`config.mk`:
```
export PLATFORM = sky130hd
export DESIGN_NAME = pcicfg_header
export DESIGN_NICKNAME = d
export VERILOG_FILES = /design/src/common/pcicfg_pkg.sv /design/src/logic/pcicfg_header.sv /design/src/logic/pcicfg_status_flags.sv /design/src/logic/pcicfg_abort_track.sv
export SDC_FILE = /design/constraint.sdc
export NUM_CORES = 1
export LEC_CHECK = 0
export ABC_AREA = 1
export BUFFER_PORTS_ARGS = -buffer_cell sky130_fd_sc_hd__buf_2
export CORE_ASPECT_RATIO = 1.4
export CORE_MARGIN = 1
export CORE_UTILIZATION = 45
export DETAILED_ROUTE_END_ITERATION = 6
export GPL_TIMING_DRIVEN = 0
export PLACE_DENSITY = 0.78
export SLEW_MARGIN = 40
export SYNTH_ARGS = -nofsm -noshare
export SYNTH_HDL_FRONTEND = slang
export SYNTH_HIERARCHICAL = 1
export SYNTH_SLANG_ARGS = --single-unit
```
`constraint.sdc`:
```
create_clock -name CORE_CLK_I -period 3.3 [get_ports CORE_CLK_I]
set_clock_uncertainty 0.05 [all_clocks]
set_input_delay 0.66 -clock CORE_CLK_I [delete_from_list [all_inputs] [get_ports CORE_CLK_I]]
set_output_delay 0.66 -clock CORE_CLK_I [all_outputs]
set_load 0.01 [all_outputs]
```
`src/common/pcicfg_pkg.sv`:
```
// pci configuration header slice: offsets, field positions, reset values
// assumes a dword-wide configuration access port with byte enables
package pcicfg_pkg;
  // ****************
  // register offsets (byte addresses within config space; the DW_ values are dword indices)
  // ****************
  localparam logic [7:0] OFF_COMMAND_WORD = 8'h04;
  localparam logic [7:0] OFF_STATUS_WORD = 8'h06;
  localparam logic [7:0] OFF_STEPPING_BYTE = 8'h08;
  localparam logic [7:0] OFF_CLASS_CODE_TRIPLET = 8'h09;
  localparam logic [7:0] OFF_CACHE_LINE_LENGTH = 8'h0C;
  localparam logic [5:0] DW_CMD_STS = 6'h01;
  localparam logic [5:0] DW_REV_CLASS = 6'h02;
  localparam logic [5:0] DW_CLS = 6'h03;
  // ****************
  // command word bits
  // ****************
  localparam int CMD_IO_DECODE = 0;
  localparam int CMD_MEM_DECODE = 1;
  localparam int CMD_BUS_MASTER = 2;
  localparam int CMD_WRITE_INVAL = 4;
  localparam int CMD_PARITY_RESP = 6;
  localparam int CMD_SYSERR = 8;
  localparam int CMD_BACK_TO_BACK = 9;
  localparam int CMD_IRQ_BLOCK = 10;
  // ****************
  // status word bits
  // ****************
  localparam int STS_IRQ_PENDING = 3;
  localparam int STS_CAP_CHAIN = 4;
  localparam int STS_HIGH_SPEED = 5;
  localparam int STS_B2B_CAPABLE = 7;
  localparam int STS_MASTER_PARITY = 8;
  localparam int STS_SEL_TIMING_LO = 9;
  localparam int STS_TGT_ABORT_SIG = 11;
  localparam int STS_TGT_ABORT_RCV = 12;
  localparam int STS_MST_ABORT_RCV = 13;
  localparam int STS_SYSERR_RAISED = 14;
  localparam int STS_PARITY_SEEN = 15;
  localparam logic [15:0] STS_W1C_MASK = 16'hF900;
  // ****************
  // reset values, command write mask and fixed read values
  // ****************
  localparam logic [15:0] CMD_RESET = 16'h0000;
  localparam logic [15:0] CMD_RW_MASK_BASE = 16'h0746;
  localparam logic [7:0] BASE_CLASS_STORAGE = 8'h01;
  localparam logic [7:0] SUBCLASS_SERIAL = 8'h06;
  localparam logic [7:0] SUBCLASS_RAID = 8'h04;
  localparam logic [7:0] PROGIF_AHCI1 = 8'h01;
  localparam logic [7:0] PROGIF_RAID = 8'h00;
  localparam logic [7:0] CLS_RESET = 8'h00;
  localparam logic [1:0] SEL_TIMING_DEFAULT = 2'h1;
endpackage : pcicfg_pkg

```
`src/logic/pcicfg_header.sv`:
```
// configuration header slice: command, status, stepping, class code, cache line size
// assumes a config port that presents one dword access per cycle with byte enables
// Behaviour
// - interrupt disable blocks pin interrupt, not messages
// - fast back-to-back only while enable set
// - serr driven only while enable set
// - parity response enable drives perr on error
// - write-invalidate only while its enable set
// - bits 15:11,7,5,3 of command read zero
// - bus master clear halts all dma ports
// - memory decode enable gates register space claims
// - io decode enable gates io space
// - parity error sets detected parity flag
// - driving serr sets signaled system error
// - own cycle aborts set received abort flags
// - target abort by us sets signaled flag
// - master parity fault only with parity response
// - timing, b2b, 66MHz capability fields read-only constants
// - capabilities list bit reads one
// - interrupt status reads live interrupt state
// - stepping byte read-only eight bits
// - class code storage, sata, ahci one
// - raid option switches subclass and interface
// - cache line size writable, resets zero
`timescale 1ns/1ps
module pcicfg_header #(
  parameter logic [7:0] STEPPING = 8'h5A, // arbitrary value
  parameter bit RAID_MODE = 1'b0,
  parameter bit IO_DECODE_RW = 1'b0,
  parameter bit B2B_RW = 1'b1,
  parameter bit MWI_RW = 1'b1,
  parameter bit B2B_CAPABLE = 1'b0,
  parameter bit HIGH_SPEED = 1'b0,
  parameter int NUM_PORTS = 4
) (
  input wire logic CORE_CLK_I,
  input wire logic SRST_I,
  input wire logic CFG_RD_I,
  input wire logic CFG_WR_I,
  input wire logic [5:0] CFG_DWORD_I,
  input wire logic [3:0] CFG_BE_I,
  input wire logic [31:0] CFG_WDATA_I,
  input wire logic [NUM_PORTS-1:0] PORT_RUN_I,
  input wire logic IRQ_REQ_I,
  input wire logic MSI_EN_I,
  input wire logic PARITY_ERR_I,
  input wire logic MASTER_CYCLE_I,
  input wire logic PERR_SEEN_I,
  input wire logic SERR_EVENT_I,
  input wire logic MST_ABORT_I,
  input wire logic TGT_ABORT_RCV_I,
  input wire logic TGT_ABORT_SIG_I,
  input wire logic MEM_HIT_I,
  input wire logic IO_HIT_I,
  output logic [31:0] CFG_RDATA_O,
  output logic CFG_ACK_O,
  output logic INTX_O,
  output logic PERR_DRIVE_O,
  output logic SERR_DRIVE_O,
  output logic MASTER_EN_O,
  output logic [NUM_PORTS-1:0] PORT_RUN_O,
  output logic B2B_EN_O,
  output logic MWI_EN_O,
  output logic [7:0] CACHE_LINE_O,
  output logic MEM_CLAIM_O,
  output logic IO_CLAIM_O
);
  import pcicfg_pkg::*;

  // ****************
  // parameter checks
  // ****************
  // one run bit per port engine, and a controller has at most 32 of them
  if (NUM_PORTS < 1 || NUM_PORTS > 32) begin : g_bad_ports
    $error("NUM_PORTS must be 1 to 32");
  end

  // ****************
  // state
  // ****************
  typedef struct packed {
    logic [15:0] cmd;
    logic [7:0] cache_line_length;
    logic [31:0] rdata;
    logic ack;
    logic intx;
    logic perr;
    logic serr;
    logic master;
    logic [NUM_PORTS-1:0] run;
    logic b2b;
    logic mwi;
    logic mem_claim;
    logic io_claim;
  } pcicfg_state_t;
  pcicfg_state_t st_q, st_d;

  // a read-only enable keeps its reset value because its mask bit stays clear
  localparam logic [15:0] CMD_RW_MASK = (CMD_RW_MASK_BASE
    | (IO_DECODE_RW ? 16'h0001 : 16'h0000)
    | (MWI_RW ? 16'h0010 : 16'h0000))
    & (B2B_RW ? 16'hFFFF : 16'hFDFF);
  localparam logic [7:0] SUBCLASS = RAID_MODE ? SUBCLASS_RAID : SUBCLASS_SERIAL;
  localparam logic [7:0] PROGIF = RAID_MODE ? PROGIF_RAID : PROGIF_AHCI1;

  logic [5:0] flag_set, flag_clr, flags;
  logic perr_drv, serr_drv;
  logic [15:0] sts_word;
  logic cmd_sel, cls_sel;

  function automatic logic [15:0] merge16(input logic [15:0] old, input logic [15:0] nw,
                                          input logic [1:0] be, input logic [15:0] mask);
    logic [15:0] lane;
    lane = {{8{be[1]}}, {8{be[0]}}} & mask;
    merge16 = (old & ~lane) | (nw & lane);
  endfunction : merge16

  // ****************
  // status word
  // ****************
  assign cmd_sel = CFG_WR_I && (CFG_DWORD_I == DW_CMD_STS);
  assign cls_sel = CFG_WR_I && (CFG_DWORD_I == DW_CLS);
  // write one clears; only byte lanes that are enabled
  assign flag_clr = cmd_sel ? {CFG_WDATA_I[16+STS_PARITY_SEEN] & CFG_BE_I[3],
                               CFG_WDATA_I[16+STS_SYSERR_RAISED] & CFG_BE_I[3],
                               CFG_WDATA_I[16+STS_MST_ABORT_RCV] & CFG_BE_I[3],
                               CFG_WDATA_I[16+STS_TGT_ABORT_RCV] & CFG_BE_I[3],
                               CFG_WDATA_I[16+STS_TGT_ABORT_SIG] & CFG_BE_I[3],
                               CFG_WDATA_I[16+STS_MASTER_PARITY] & CFG_BE_I[3]} : 6'h00;

  pcicfg_abort_track u_track (
    .clk_i(CORE_CLK_I),
    .srst_i(SRST_I),
    .parity_resp_i(st_q.cmd[CMD_PARITY_RESP]),
    .syserr_en_i(st_q.cmd[CMD_SYSERR]),
    .parity_err_i(PARITY_ERR_I),
    .master_cycle_i(MASTER_CYCLE_I),
    .perr_seen_i(PERR_SEEN_I),
    .serr_event_i(SERR_EVENT_I),
    .mst_abort_i(MST_ABORT_I),
    .tgt_abort_rcv_i(TGT_ABORT_RCV_I),
    .tgt_abort_sig_i(TGT_ABORT_SIG_I),
    .set_o(flag_set),
    .perr_drive_o(perr_drv),
    .serr_drive_o(serr_drv)
  );

  pcicfg_status_flags u_flags (
    .clk_i(CORE_CLK_I),
    .srst_i(SRST_I),
    .set_i(flag_set),
    .clr_i(flag_clr),
    .flags_o(flags)
  );

  always_comb begin
    sts_word = 16'h0000;
    sts_word[STS_PARITY_SEEN] = flags[5];
    sts_word[STS_SYSERR_RAISED] = flags[4];
    sts_word[STS_MST_ABORT_RCV] = flags[3];
    sts_word[STS_TGT_ABORT_RCV] = flags[2];
    sts_word[STS_TGT_ABORT_SIG] = flags[1];
    sts_word[STS_MASTER_PARITY] = flags[0];
    sts_word[STS_SEL_TIMING_LO +: 2] = SEL_TIMING_DEFAULT;
    sts_word[STS_B2B_CAPABLE] = B2B_CAPABLE;
    sts_word[STS_HIGH_SPEED] = HIGH_SPEED;
    sts_word[STS_CAP_CHAIN] = 1'b1;
    sts_word[STS_IRQ_PENDING] = IRQ_REQ_I;
  end

  // ****************
  // register and control logic
  // ****************
  always_comb begin
    st_d = st_q;
    st_d.ack = CFG_RD_I | CFG_WR_I;
    if (cmd_sel) begin
      st_d.cmd = merge16(st_q.cmd, CFG_WDATA_I[15:0], CFG_BE_I[1:0], CMD_RW_MASK);
    end
    if (cls_sel && CFG_BE_I[0]) begin
      st_d.cache_line_length = CFG_WDATA_I[7:0];
    end
    st_d.rdata = 32'h0000_0000;
    if (CFG_RD_I) begin
      unique case (CFG_DWORD_I)
        DW_CMD_STS: st_d.rdata = {sts_word, st_q.cmd};
        DW_REV_CLASS: st_d.rdata = {BASE_CLASS_STORAGE, SUBCLASS, PROGIF, STEPPING};
        DW_CLS: st_d.rdata = {24'h000000, st_q.cache_line_length};
        default: st_d.rdata = 32'h0000_0000;
      endcase
    end
    // legacy pin is held off by the disable bit or when messages carry interrupts
    st_d.intx = IRQ_REQ_I & ~st_q.cmd[CMD_IRQ_BLOCK] & ~MSI_EN_I;
    st_d.perr = perr_drv;
    st_d.serr = serr_drv;
    st_d.master = st_q.cmd[CMD_BUS_MASTER];
    // a cleared master enable forces every port engine back to idle
    st_d.run = st_q.cmd[CMD_BUS_MASTER] ? PORT_RUN_I : '0;
    st_d.b2b = st_q.cmd[CMD_BACK_TO_BACK];
    st_d.mwi = st_q.cmd[CMD_WRITE_INVAL] & (st_q.cache_line_length != 8'h00);
    st_d.mem_claim = MEM_HIT_I & st_q.cmd[CMD_MEM_DECODE];
    st_d.io_claim = IO_HIT_I & st_q.cmd[CMD_IO_DECODE];
  end

  always_ff @(posedge CORE_CLK_I) begin
    if (SRST_I) begin
      st_q <= '0;
      st_q.cmd <= CMD_RESET;
      st_q.cache_line_length <= CLS_RESET;
    end else begin
      st_q <= st_d;
    end
  end

  // ****************
  // outputs
  // ****************
  assign CFG_RDATA_O = st_q.rdata;
  assign CFG_ACK_O = st_q.ack;
  assign INTX_O = st_q.intx;
  assign PERR_DRIVE_O = st_q.perr;
  assign SERR_DRIVE_O = st_q.serr;
  assign MASTER_EN_O = st_q.master;
  assign PORT_RUN_O = st_q.run;
  assign B2B_EN_O = st_q.b2b;
  assign MWI_EN_O = st_q.mwi;
  assign CACHE_LINE_O = st_q.cache_line_length;
  assign MEM_CLAIM_O = st_q.mem_claim;
  assign IO_CLAIM_O = st_q.io_claim;

  // ****************
  // checks
  // ****************
  chk_irq_blocked: assert property (@(posedge CORE_CLK_I) disable iff (SRST_I)
    $past(st_q.cmd[CMD_IRQ_BLOCK]) |-> !INTX_O)
    else $error("pin interrupt while blocked");
  chk_intx_msi: assert property (@(posedge CORE_CLK_I) disable iff (SRST_I)
    $past(MSI_EN_I) |-> !INTX_O)
    else $error("pin interrupt while messages in use");
  chk_intx_follows: assert property (@(posedge CORE_CLK_I) disable iff (SRST_I)
    (!$past(SRST_I) && $past(IRQ_REQ_I) && !$past(st_q.cmd[CMD_IRQ_BLOCK]) && !$past(MSI_EN_I)) |-> INTX_O)
    else $error("pin interrupt missing");
  chk_b2b_gate: assert property (@(posedge CORE_CLK_I) disable iff (SRST_I)
    B2B_EN_O |-> $past(st_q.cmd[CMD_BACK_TO_BACK]))
    else $error("back to back without enable");
  // the drive requests pass two registers, so the enable is looked up two edges back
  chk_serr_needs_en: assert property (@(posedge CORE_CLK_I) disable iff (SRST_I)
    SERR_DRIVE_O |-> $past(st_q.cmd[CMD_SYSERR], 2))
    else $error("serr driven while disabled");
  chk_perr_needs_en: assert property (@(posedge CORE_CLK_I) disable iff (SRST_I)
    PERR_DRIVE_O |-> $past(st_q.cmd[CMD_PARITY_RESP], 2))
    else $error("perr driven while disabled");
  chk_mwi_gate: assert property (@(posedge CORE_CLK_I) disable iff (SRST_I)
    MWI_EN_O |-> $past(st_q.cmd[CMD_WRITE_INVAL]))
    else $error("write invalidate without enable");
  chk_mwi_cls: assert property (@(posedge CORE_CLK_I) disable iff (SRST_I)
    MWI_EN_O |-> $past(CACHE_LINE_O) != 8'h00)
    else $error("write invalidate without line size");
  chk_reserved_zero: assert property (@(posedge CORE_CLK_I) disable iff (SRST_I)
    (st_q.cmd & 16'hF8A8) == 16'h0000)
    else $error("reserved command bit set");
  chk_reserved_read: assert property (@(posedge CORE_CLK_I) disable iff (SRST_I)
    (CFG_RD_I && CFG_DWORD_I == DW_CMD_STS) |=> (CFG_RDATA_O & 32'h0047_F8A8) == 32'h0000_0000)
    else $error("reserved bit read as one");
  chk_master_halt: assert property (@(posedge CORE_CLK_I) disable iff (SRST_I)
    !st_q.cmd[CMD_BUS_MASTER] |=> PORT_RUN_O == '0)
    else $error("port running without master enable");
  chk_run_gated: assert property (@(posedge CORE_CLK_I) disable iff (SRST_I)
    (PORT_RUN_O != '0) |-> MASTER_EN_O)
    else $error("port running while master output low");
  chk_mem_claim: assert property (@(posedge CORE_CLK_I) disable iff (SRST_I)
    MEM_CLAIM_O |-> $past(st_q.cmd[CMD_MEM_DECODE]) && $past(MEM_HIT_I))
    else $error("memory claimed while disabled");
  chk_io_claim: assert property (@(posedge CORE_CLK_I) disable iff (SRST_I)
    IO_CLAIM_O |-> $past(st_q.cmd[CMD_IO_DECODE]))
    else $error("io claimed while disabled");
  chk_io_fixed: assert property (@(posedge CORE_CLK_I) disable iff (SRST_I)
    st_q.cmd[CMD_IO_DECODE] |-> IO_DECODE_RW)
    else $error("read-only io enable was written");
  chk_serr_flag: assert property (@(posedge CORE_CLK_I) disable iff (SRST_I)
    SERR_DRIVE_O |=> flags[4])
    else $error("serr not recorded");
  chk_status_read: assert property (@(posedge CORE_CLK_I) disable iff (SRST_I)
    (CFG_RD_I && CFG_DWORD_I == DW_CMD_STS) |=> CFG_RDATA_O[16+STS_CAP_CHAIN]
      && CFG_RDATA_O[16+STS_SEL_TIMING_LO +: 2] == SEL_TIMING_DEFAULT
      && CFG_RDATA_O[16+STS_B2B_CAPABLE] == B2B_CAPABLE
      && CFG_RDATA_O[16+STS_HIGH_SPEED] == HIGH_SPEED)
    else $error("status constant field wrong");
  chk_irq_status: assert property (@(posedge CORE_CLK_I) disable iff (SRST_I)
    (CFG_RD_I && CFG_DWORD_I == DW_CMD_STS) |=> CFG_RDATA_O[16+STS_IRQ_PENDING] == $past(IRQ_REQ_I))
    else $error("interrupt status wrong");
  chk_class_read: assert property (@(posedge CORE_CLK_I) disable iff (SRST_I)
    (CFG_RD_I && CFG_DWORD_I == DW_REV_CLASS) |=> CFG_RDATA_O[31:24] == 8'h01)
    else $error("base class wrong");
  chk_cls_write: assert property (@(posedge CORE_CLK_I) disable iff (SRST_I)
    (cls_sel && CFG_BE_I[0]) |=> CACHE_LINE_O == $past(CFG_WDATA_I[7:0]))
    else $error("cache line size not written");
  chk_cls_hold: assert property (@(posedge CORE_CLK_I) disable iff (SRST_I)
    !(cls_sel && CFG_BE_I[0]) |=> CACHE_LINE_O == $past(CACHE_LINE_O))
    else $error("cache line size changed without write");

  // ****************
  // cover points
  // ****************
  cov_cmd_write: cover property (@(posedge CORE_CLK_I) cmd_sel ##1 CFG_ACK_O);
  cov_flag_clear: cover property (@(posedge CORE_CLK_I) flags[3] ##1 !flags[3]);
  cov_master_off: cover property (@(posedge CORE_CLK_I) MASTER_EN_O ##1 !MASTER_EN_O);
  cov_serr_drive: cover property (@(posedge CORE_CLK_I) SERR_DRIVE_O);
  cov_intx_drop: cover property (@(posedge CORE_CLK_I) INTX_O ##1 !INTX_O);
endmodule : pcicfg_header

```
`src/logic/pcicfg_status_flags.sv`:
```
// sticky write-one-to-clear status error flags
// assumes event pulses are on the core clock and already qualified
`timescale 1ns/1ps
module pcicfg_status_flags (
  input wire logic clk_i,
  input wire logic srst_i,
  input wire logic [5:0] set_i,
  input wire logic [5:0] clr_i,
  output logic [5:0] flags_o
);
  import pcicfg_pkg::*;
  typedef struct packed {
    logic [5:0] flags;
  } pcicfg_flags_t;
  pcicfg_flags_t st_q, st_d;
  // set beats clear so an event in the clearing cycle is kept
  always_comb begin
    st_d = st_q;
    st_d.flags = (st_q.flags & ~clr_i) | set_i;
  end
  always_ff @(posedge clk_i) begin
    if (srst_i) begin
      st_q <= '0;
    end else begin
      st_q <= st_d;
    end
  end
  assign flags_o = st_q.flags;
  chk_set_wins: assert property (@(posedge clk_i) disable iff (srst_i)
    (set_i != 6'h00) |=> ((flags_o & $past(set_i)) == $past(set_i)))
    else $error("flag event lost");
  chk_zero_keeps: assert property (@(posedge clk_i) disable iff (srst_i)
    (clr_i == 6'h00 && set_i == 6'h00) |=> flags_o == $past(flags_o))
    else $error("flag changed without cause");
endmodule : pcicfg_status_flags

```
`src/logic/pcicfg_abort_track.sv`:
```
// turns bus events into flag set pulses and the serr/perr drive requests
// assumes events are single-cycle pulses from the bus interface on the core clock
`timescale 1ns/1ps
module pcicfg_abort_track (
  input wire logic clk_i,
  input wire logic srst_i,
  input wire logic parity_resp_i,
  input wire logic syserr_en_i,
  input wire logic parity_err_i,
  input wire logic master_cycle_i,
  input wire logic perr_seen_i,
  input wire logic serr_event_i,
  input wire logic mst_abort_i,
  input wire logic tgt_abort_rcv_i,
  input wire logic tgt_abort_sig_i,
  output logic [5:0] set_o,
  output logic perr_drive_o,
  output logic serr_drive_o
);
  import pcicfg_pkg::*;
  typedef struct packed {
    logic perr;
    logic serr;
  } pcicfg_drv_t;
  pcicfg_drv_t st_q, st_d;
  logic serr_now;
  always_comb begin
    st_d = st_q;
    st_d.perr = parity_err_i & parity_resp_i;
    st_d.serr = serr_event_i & syserr_en_i;
  end
  always_ff @(posedge clk_i) begin
    if (srst_i) begin
      st_q <= '0;
    end else begin
      st_q <= st_d;
    end
  end
  assign serr_now = st_q.serr;
  // index order: 0 master parity, 1 tgt abort sig, 2 tgt abort rcv, 3 mst abort, 4 syserr, 5 parity seen
  assign set_o[0] = master_cycle_i & (parity_err_i | perr_seen_i) & parity_resp_i;
  assign set_o[1] = tgt_abort_sig_i;
  assign set_o[2] = master_cycle_i & tgt_abort_rcv_i;
  assign set_o[3] = master_cycle_i & mst_abort_i;
  assign set_o[4] = serr_now;
  assign set_o[5] = parity_err_i;
  assign perr_drive_o = st_q.perr;
  assign serr_drive_o = st_q.serr;
  chk_serr_gated: assert property (@(posedge clk_i) disable iff (srst_i)
    serr_drive_o |-> $past(syserr_en_i) && $past(serr_event_i))
    else $error("serr without enable");
  chk_perr_follows: assert property (@(posedge clk_i) disable iff (srst_i)
    (parity_err_i && parity_resp_i) |=> perr_drive_o)
    else $error("perr not driven");
endmodule : pcicfg_abort_track

```
Word level (Yosys, flattened, before mapping)
Index checks and enable logic that the tools add are counted.
Widths: inputs -> output; s select.
{ "word_totals": {"ff_bits": 77, "inputBits": 61, "out_inout_bits": 53, "elab_cells": 57} }
{ "op_classes": {"n_eq_ne": 3, "mux": 2, "bitwise_logic": 30, "n_reduce_logical": 6} }
{ "op_table": {"columns": ["cell", "count"], "rows": [
  ["$pmux 32 s3", 1],
  ["$and 1x1->1", 17],
  ["$and 16x11->16", 1],
  ["$and 16x16->16", 1],
  ["$not 11->16", 1],
  ["$or 16x16->16", 1],
  ["$eq 6x2->1 const B", 2],
  ["$reduce_bool 8->1", 1],
  ["$and 6x6->6", 1],
  ["$eq 6x1->1 const B", 1],
  ["$mux 6", 1],
  ["$not 6->6", 1],
  ["$or 6x6->6", 1],
  ["$not 1->1", 4],
  ["$reduce_or 2->1", 2],
  ["$logic_and 1x1->1", 3],
  ["$or 1x1->1", 2]
]} }

Depth between registers and ports, before layout
{ "depth": {"word_depth": 6, "mapped_depth": 9, "depth_no_buf": 8} }

Hierarchy
The synthesis kept the hierarchy.
{ "modules_own_cells": {"columns": ["mod", "instances", "cells_each", "area_per_inst_um2", "seq_area_each_um2"], "rows": [
  ["pcicfg_header", 1, 273, 2125.8, 940.9],
  ["pcicfg_status_flags", 1, 30, 217.7, 120.1],
  ["pcicfg_abort_track", 1, 16, 103.8, 40.0]
]} }

Least setup slack after synthesis
Ideal clock, no wire load.
{ "synth_path": {"path_kind": "input to register", "startpoint": "in CFG_DWORD_I[3]", "endpoint": "reg u_flags.st_q, in the netlist u_flags/flags_o[2]", "setup_time_ns": 0.116, "t_arrival_ns": 1.464, "path_slack_ns": 1.670, "cell_stages": 9, "path_buffers": 1, "cell_sequence": "nor2_4 nand2_4 nor2_4 buf_6 nand3_1 nor2_1 inv_1 nand2_1 a21oi_1"} }
{ "synth_via": {"elab_chain_len": 6} }
{ "synth_lines": {"columns": ["item", "line", "source"], "rows": [
  ["from (decl)", "pcicfg_header.sv:40", "input wire logic [5:0] CFG_DWORD_I,"],
  ["$eq 6x1->1", "pcicfg_header.sv:121", "assign cmd_sel = CFG_WR_I && (CFG_DWORD_I == DW_CMD_STS);"],
  ["$logic_and 1x1->1", "pcicfg_header.sv:121", null],
  ["$mux 6", "pcicfg_header.sv:124", "assign flag_clr = cmd_sel ? {CFG_WDATA_I[16+STS_PARITY_SEEN] & CFG_BE_I[3],"],
  ["via flag_clr[2]", "pcicfg_header.sv:106", "logic [5:0] flag_set, flag_clr, flags;"],
  ["$not 6->6", "pcicfg_status_flags.sv:19", "st_d.flags = (st_q.flags & ~clr_i) | set_i;"],
  ["$and 6x6->6", "pcicfg_status_flags.sv:19", null],
  ["$or 6x6->6", "pcicfg_status_flags.sv:19", null],
  ["to (signal assigned)", "pcicfg_status_flags.sv:25", "st_q <= st_d;"],
  ["to (decl)", "pcicfg_status_flags.sv:15", "pcicfg_flags_t st_q, st_d;"]
]} }
The timed path passes the listed nets, and every way through them passes these cells.
A chain may end at the register's enable or synchronous reset.

Worst setup path after layout
{ "layout_path": {"startpoint": "reg st_q, in the netlist CACHE_LINE_O[4]", "endpoint": "out CACHE_LINE_O[4]"} }
{ "layout_lines": {"columns": ["item", "line", "source"], "rows": [
  ["from (decl)", "pcicfg_header.sv:96", "pcicfg_state_t st_q, st_d;"],
  ["from (signal assigned)", "pcicfg_header.sv:211", "st_q <= st_d;"],
  ["to (decl)", "pcicfg_header.sv:64", "output logic [7:0] CACHE_LINE_O,"]
]} }
No word-level cell between the ends.

==> metrics.md <==
| Metric | Value |
|---|---|
| Ports | 114 |
| Cell Area, Synth | 0.00245 mm^2 |
| Setup violators final | 0 |
| Top layer in use | met4 |
| DIE HEIGHT | 89.3 um |
| Total number of vias | 2089 |
| Vias per cell | 4.30 |
| DRT Wirelength | 4.87 mm |
| Synth-to-Final Area Change | 25.8% |
| Outcome | complete, no violations |
| Clk buf depth | 2 |
| Final setup TNS | 0 ps |
| Ratio of cells with drive above 1 in the final layout | 37.6% |
| Half-perimeter wire length after detailed placement | 3.89 mm |
| RR Startpoint | CACHE_LINE_O[0] |
| Post-route ant nets | 0 |
| Hold Startpoint | u_track/serr_drive_o |
| CTS tree | built |
| Initial antenna violation count | 0 |
| Worst setup SP type | flop |
| CP max FO | 4 |
| Post-CTS Setup Inserts | 0 |
| Fmax | 602 MHz |
| Total routed wire length on the met1 layer | 1.93 mm |
| Max-Cap Viols | 0 |
| Critical path class | flop to output port |
| PwrDens | 375 mW/mm^2 |
| Min cycle time layout | 1660 ps |
| Sink Count | 55 |
| First-pass GRT wire length | 7.86 mm |
| Cell count after synthesis | 319 |
| RSZ-0062 raised after global routing | no |
| LEAKAGE | 1.66 nW |
| Gates resized, CTS repair | 0 |
| Final Cycle Share | 50.3% |
| Core area | 0.00520 mm^2 |
| Ant. Diodes | 0 |
| Worst VDD drop | 0.235 mV |
| Pin count of the biggest net entering global routing | 17 |
| Pre-Repair DR Iteration Count | 4 |
| Most common cell after layout, fill and taps aside | buf_2 |
| Post-synthesis sequential area ratio | 45.0% |
| Die span in x | 64.3 um |
| Commonest non-fill, non-tap cells in the layout | buf_2 (85), nor2_1 (60), dfxtp_1 (55) |
| Hold depth | 2 |
| Worst setup EP type | output port |
| Fin util | 59.2% |
| Clock Latency Late Sink | 300 ps |
| DRC Markers | 0 |
| Vias in the first global route | 1835 |
| Final count of pins violating max slew | 0 |
| Hold Path End | SERR_DRIVE_O |
| Worst min path class | flop to flop |
| Reg2reg path depth | 2 |
| Starting DRT DRC Count | 50 |
| CTS HTree Levels | 2 |
| Global route overflow | 0 |
| Area of the die | 0.00574 mm^2 |
| Fin nets | 480 |
| Routability cong. | 0.870 |
| Share of flip-flops with an asynchronous set or reset | 0% |
| Row count | 31 |
| Initial Utilization | 47.1% |
| Placed inst area | 0.00298 mm^2 |
| Port Buffer Count | 83 |
| Total GRT Usage | 17.8% |
| Routed wl met3 | 208 um |
| Post-route cell area | 0.00308 mm^2 |
| Met2 WL post-DR | 2.67 mm |
| Avg Cell Area, Syn | 7.67 um^2 |
| Primary FF master, synth | dfxtp_1 |
| Clock Tree Root | clkbuf_8 |
| Worst reg2reg path endpoint | MWI_EN_O |
| Routed wire per std cell | 10.0 um |
| Post-synthesis cell type count | 23 |
| Yosys warning total | 6 |
| Cts bufs inserted | 5 |
| Arrival @ worst endpoint | 950 ps |
| CTS Hold Bufs | 0 |
| Number of synthesized flops with an enable pin | 0 |
| R2R setup slack | 2420 ps |
| Worst setup margin | 1640 ps |
| Final hold violation count | 0 |
| Pre-CTS setup slack | 1310 ps |
| Clock slew at reported path FFs | 90 ps |
| Yosys reg bits | 55 |
| WP data required | 2590 ps |
[worst max-delay path: stages, from the launching register on]
cell,delay [ps]
dfxtp_1,410
buf_4,130
buf_2,110
[kinds of logic (layout without fill, tap and decap cells)]
kind of cell,Yosys count,count (layout),share of synthesized area [%]
compound gates,15,15,3.22
buf+inv,103,194,23.6
flops,55,55,45.0
other cells,1,11,0.153
simple gates,145,145,28.1
[cells in the mapped netlist (2+ instances only)]
cell      n  area (um^2)
buf_4    48          360
nor2_1   60          225
nor4_1    3         18.8
inv_1    46          173
nand3_1   3         15.0
dfxtp_1  55         1100
nor2_4    7         78.8
nand4_1  15         93.8
o21ai_0   3         15.0
nand2_1  51          191
nand2_2   2         12.5
inv_2     4         15.0
buf_2     2         10.0
a21oi_1  11         55.1
[final cells by class]
| class | instances | area, um^2 |
|---|---|---|
| clock inverter | 1 | 8.76 |
| timing repair buffer | 83 | 415 |
| tap | 66 | 82.6 |
| multi-input combinational | 171 | 807 |
| inverter | 50 | 188 |
| clock buffer | 7 | 86.3 |
| fill | 509 | 2120 |
| buffer | 53 | 389 |
| sequential | 55 | 1100 |
[through the flow]
| step | total power (W) | hold slack (ps) | instances |
|---|---|---|---|
| floorplan | 0.000746 | 338 | 329 |
| global placement | 0.000788 | 345 | 478 |
| CTS | 0.00117 | 375 | 486 |
| finish | 0.00115 | 373 | 486 |
| detailed placement | 0.000790 | 361 | 478 |
| global route | 0.00121 | 399 | 486 |
[report_power, final]
group	internal [W]	switching (W)
registers	0.000669	0.00000286
clock network	0.000172	0.000208
logic	0.0000438	0.0000584
total	0.000885	0.000269
[layer usage]
layer	vias up	GRT usage (%)
met5	-	0
met4	0	8.48
met3	6	3.19
met2	58	33.0
met1	916	19.6
li1	1109	-
[worst max-delay path by stage]
| stage | start | to | slack (ps) |
|---|---|---|---|
| 3_5_place_dp | CFG_DWORD_I[3] | u_flags/flags_o[4] | 1310 |
| 6_report | CACHE_LINE_O[4] | CACHE_LINE_O[4] | 1640 |
| 5_1_grt | CFG_DWORD_I[3] | u_flags/flags_o[4] | 1560 |
| 2_1_floorplan | CFG_DWORD_I[3] | u_flags/flags_o[2] | 1670 |
| 4_1_cts | CACHE_LINE_O[4] | CACHE_LINE_O[4] | 1630 |
| 3_3_place_gp | CFG_DWORD_I[3] | u_flags/flags_o[4] | 1340 |
(Power assumes the default switching activity.)
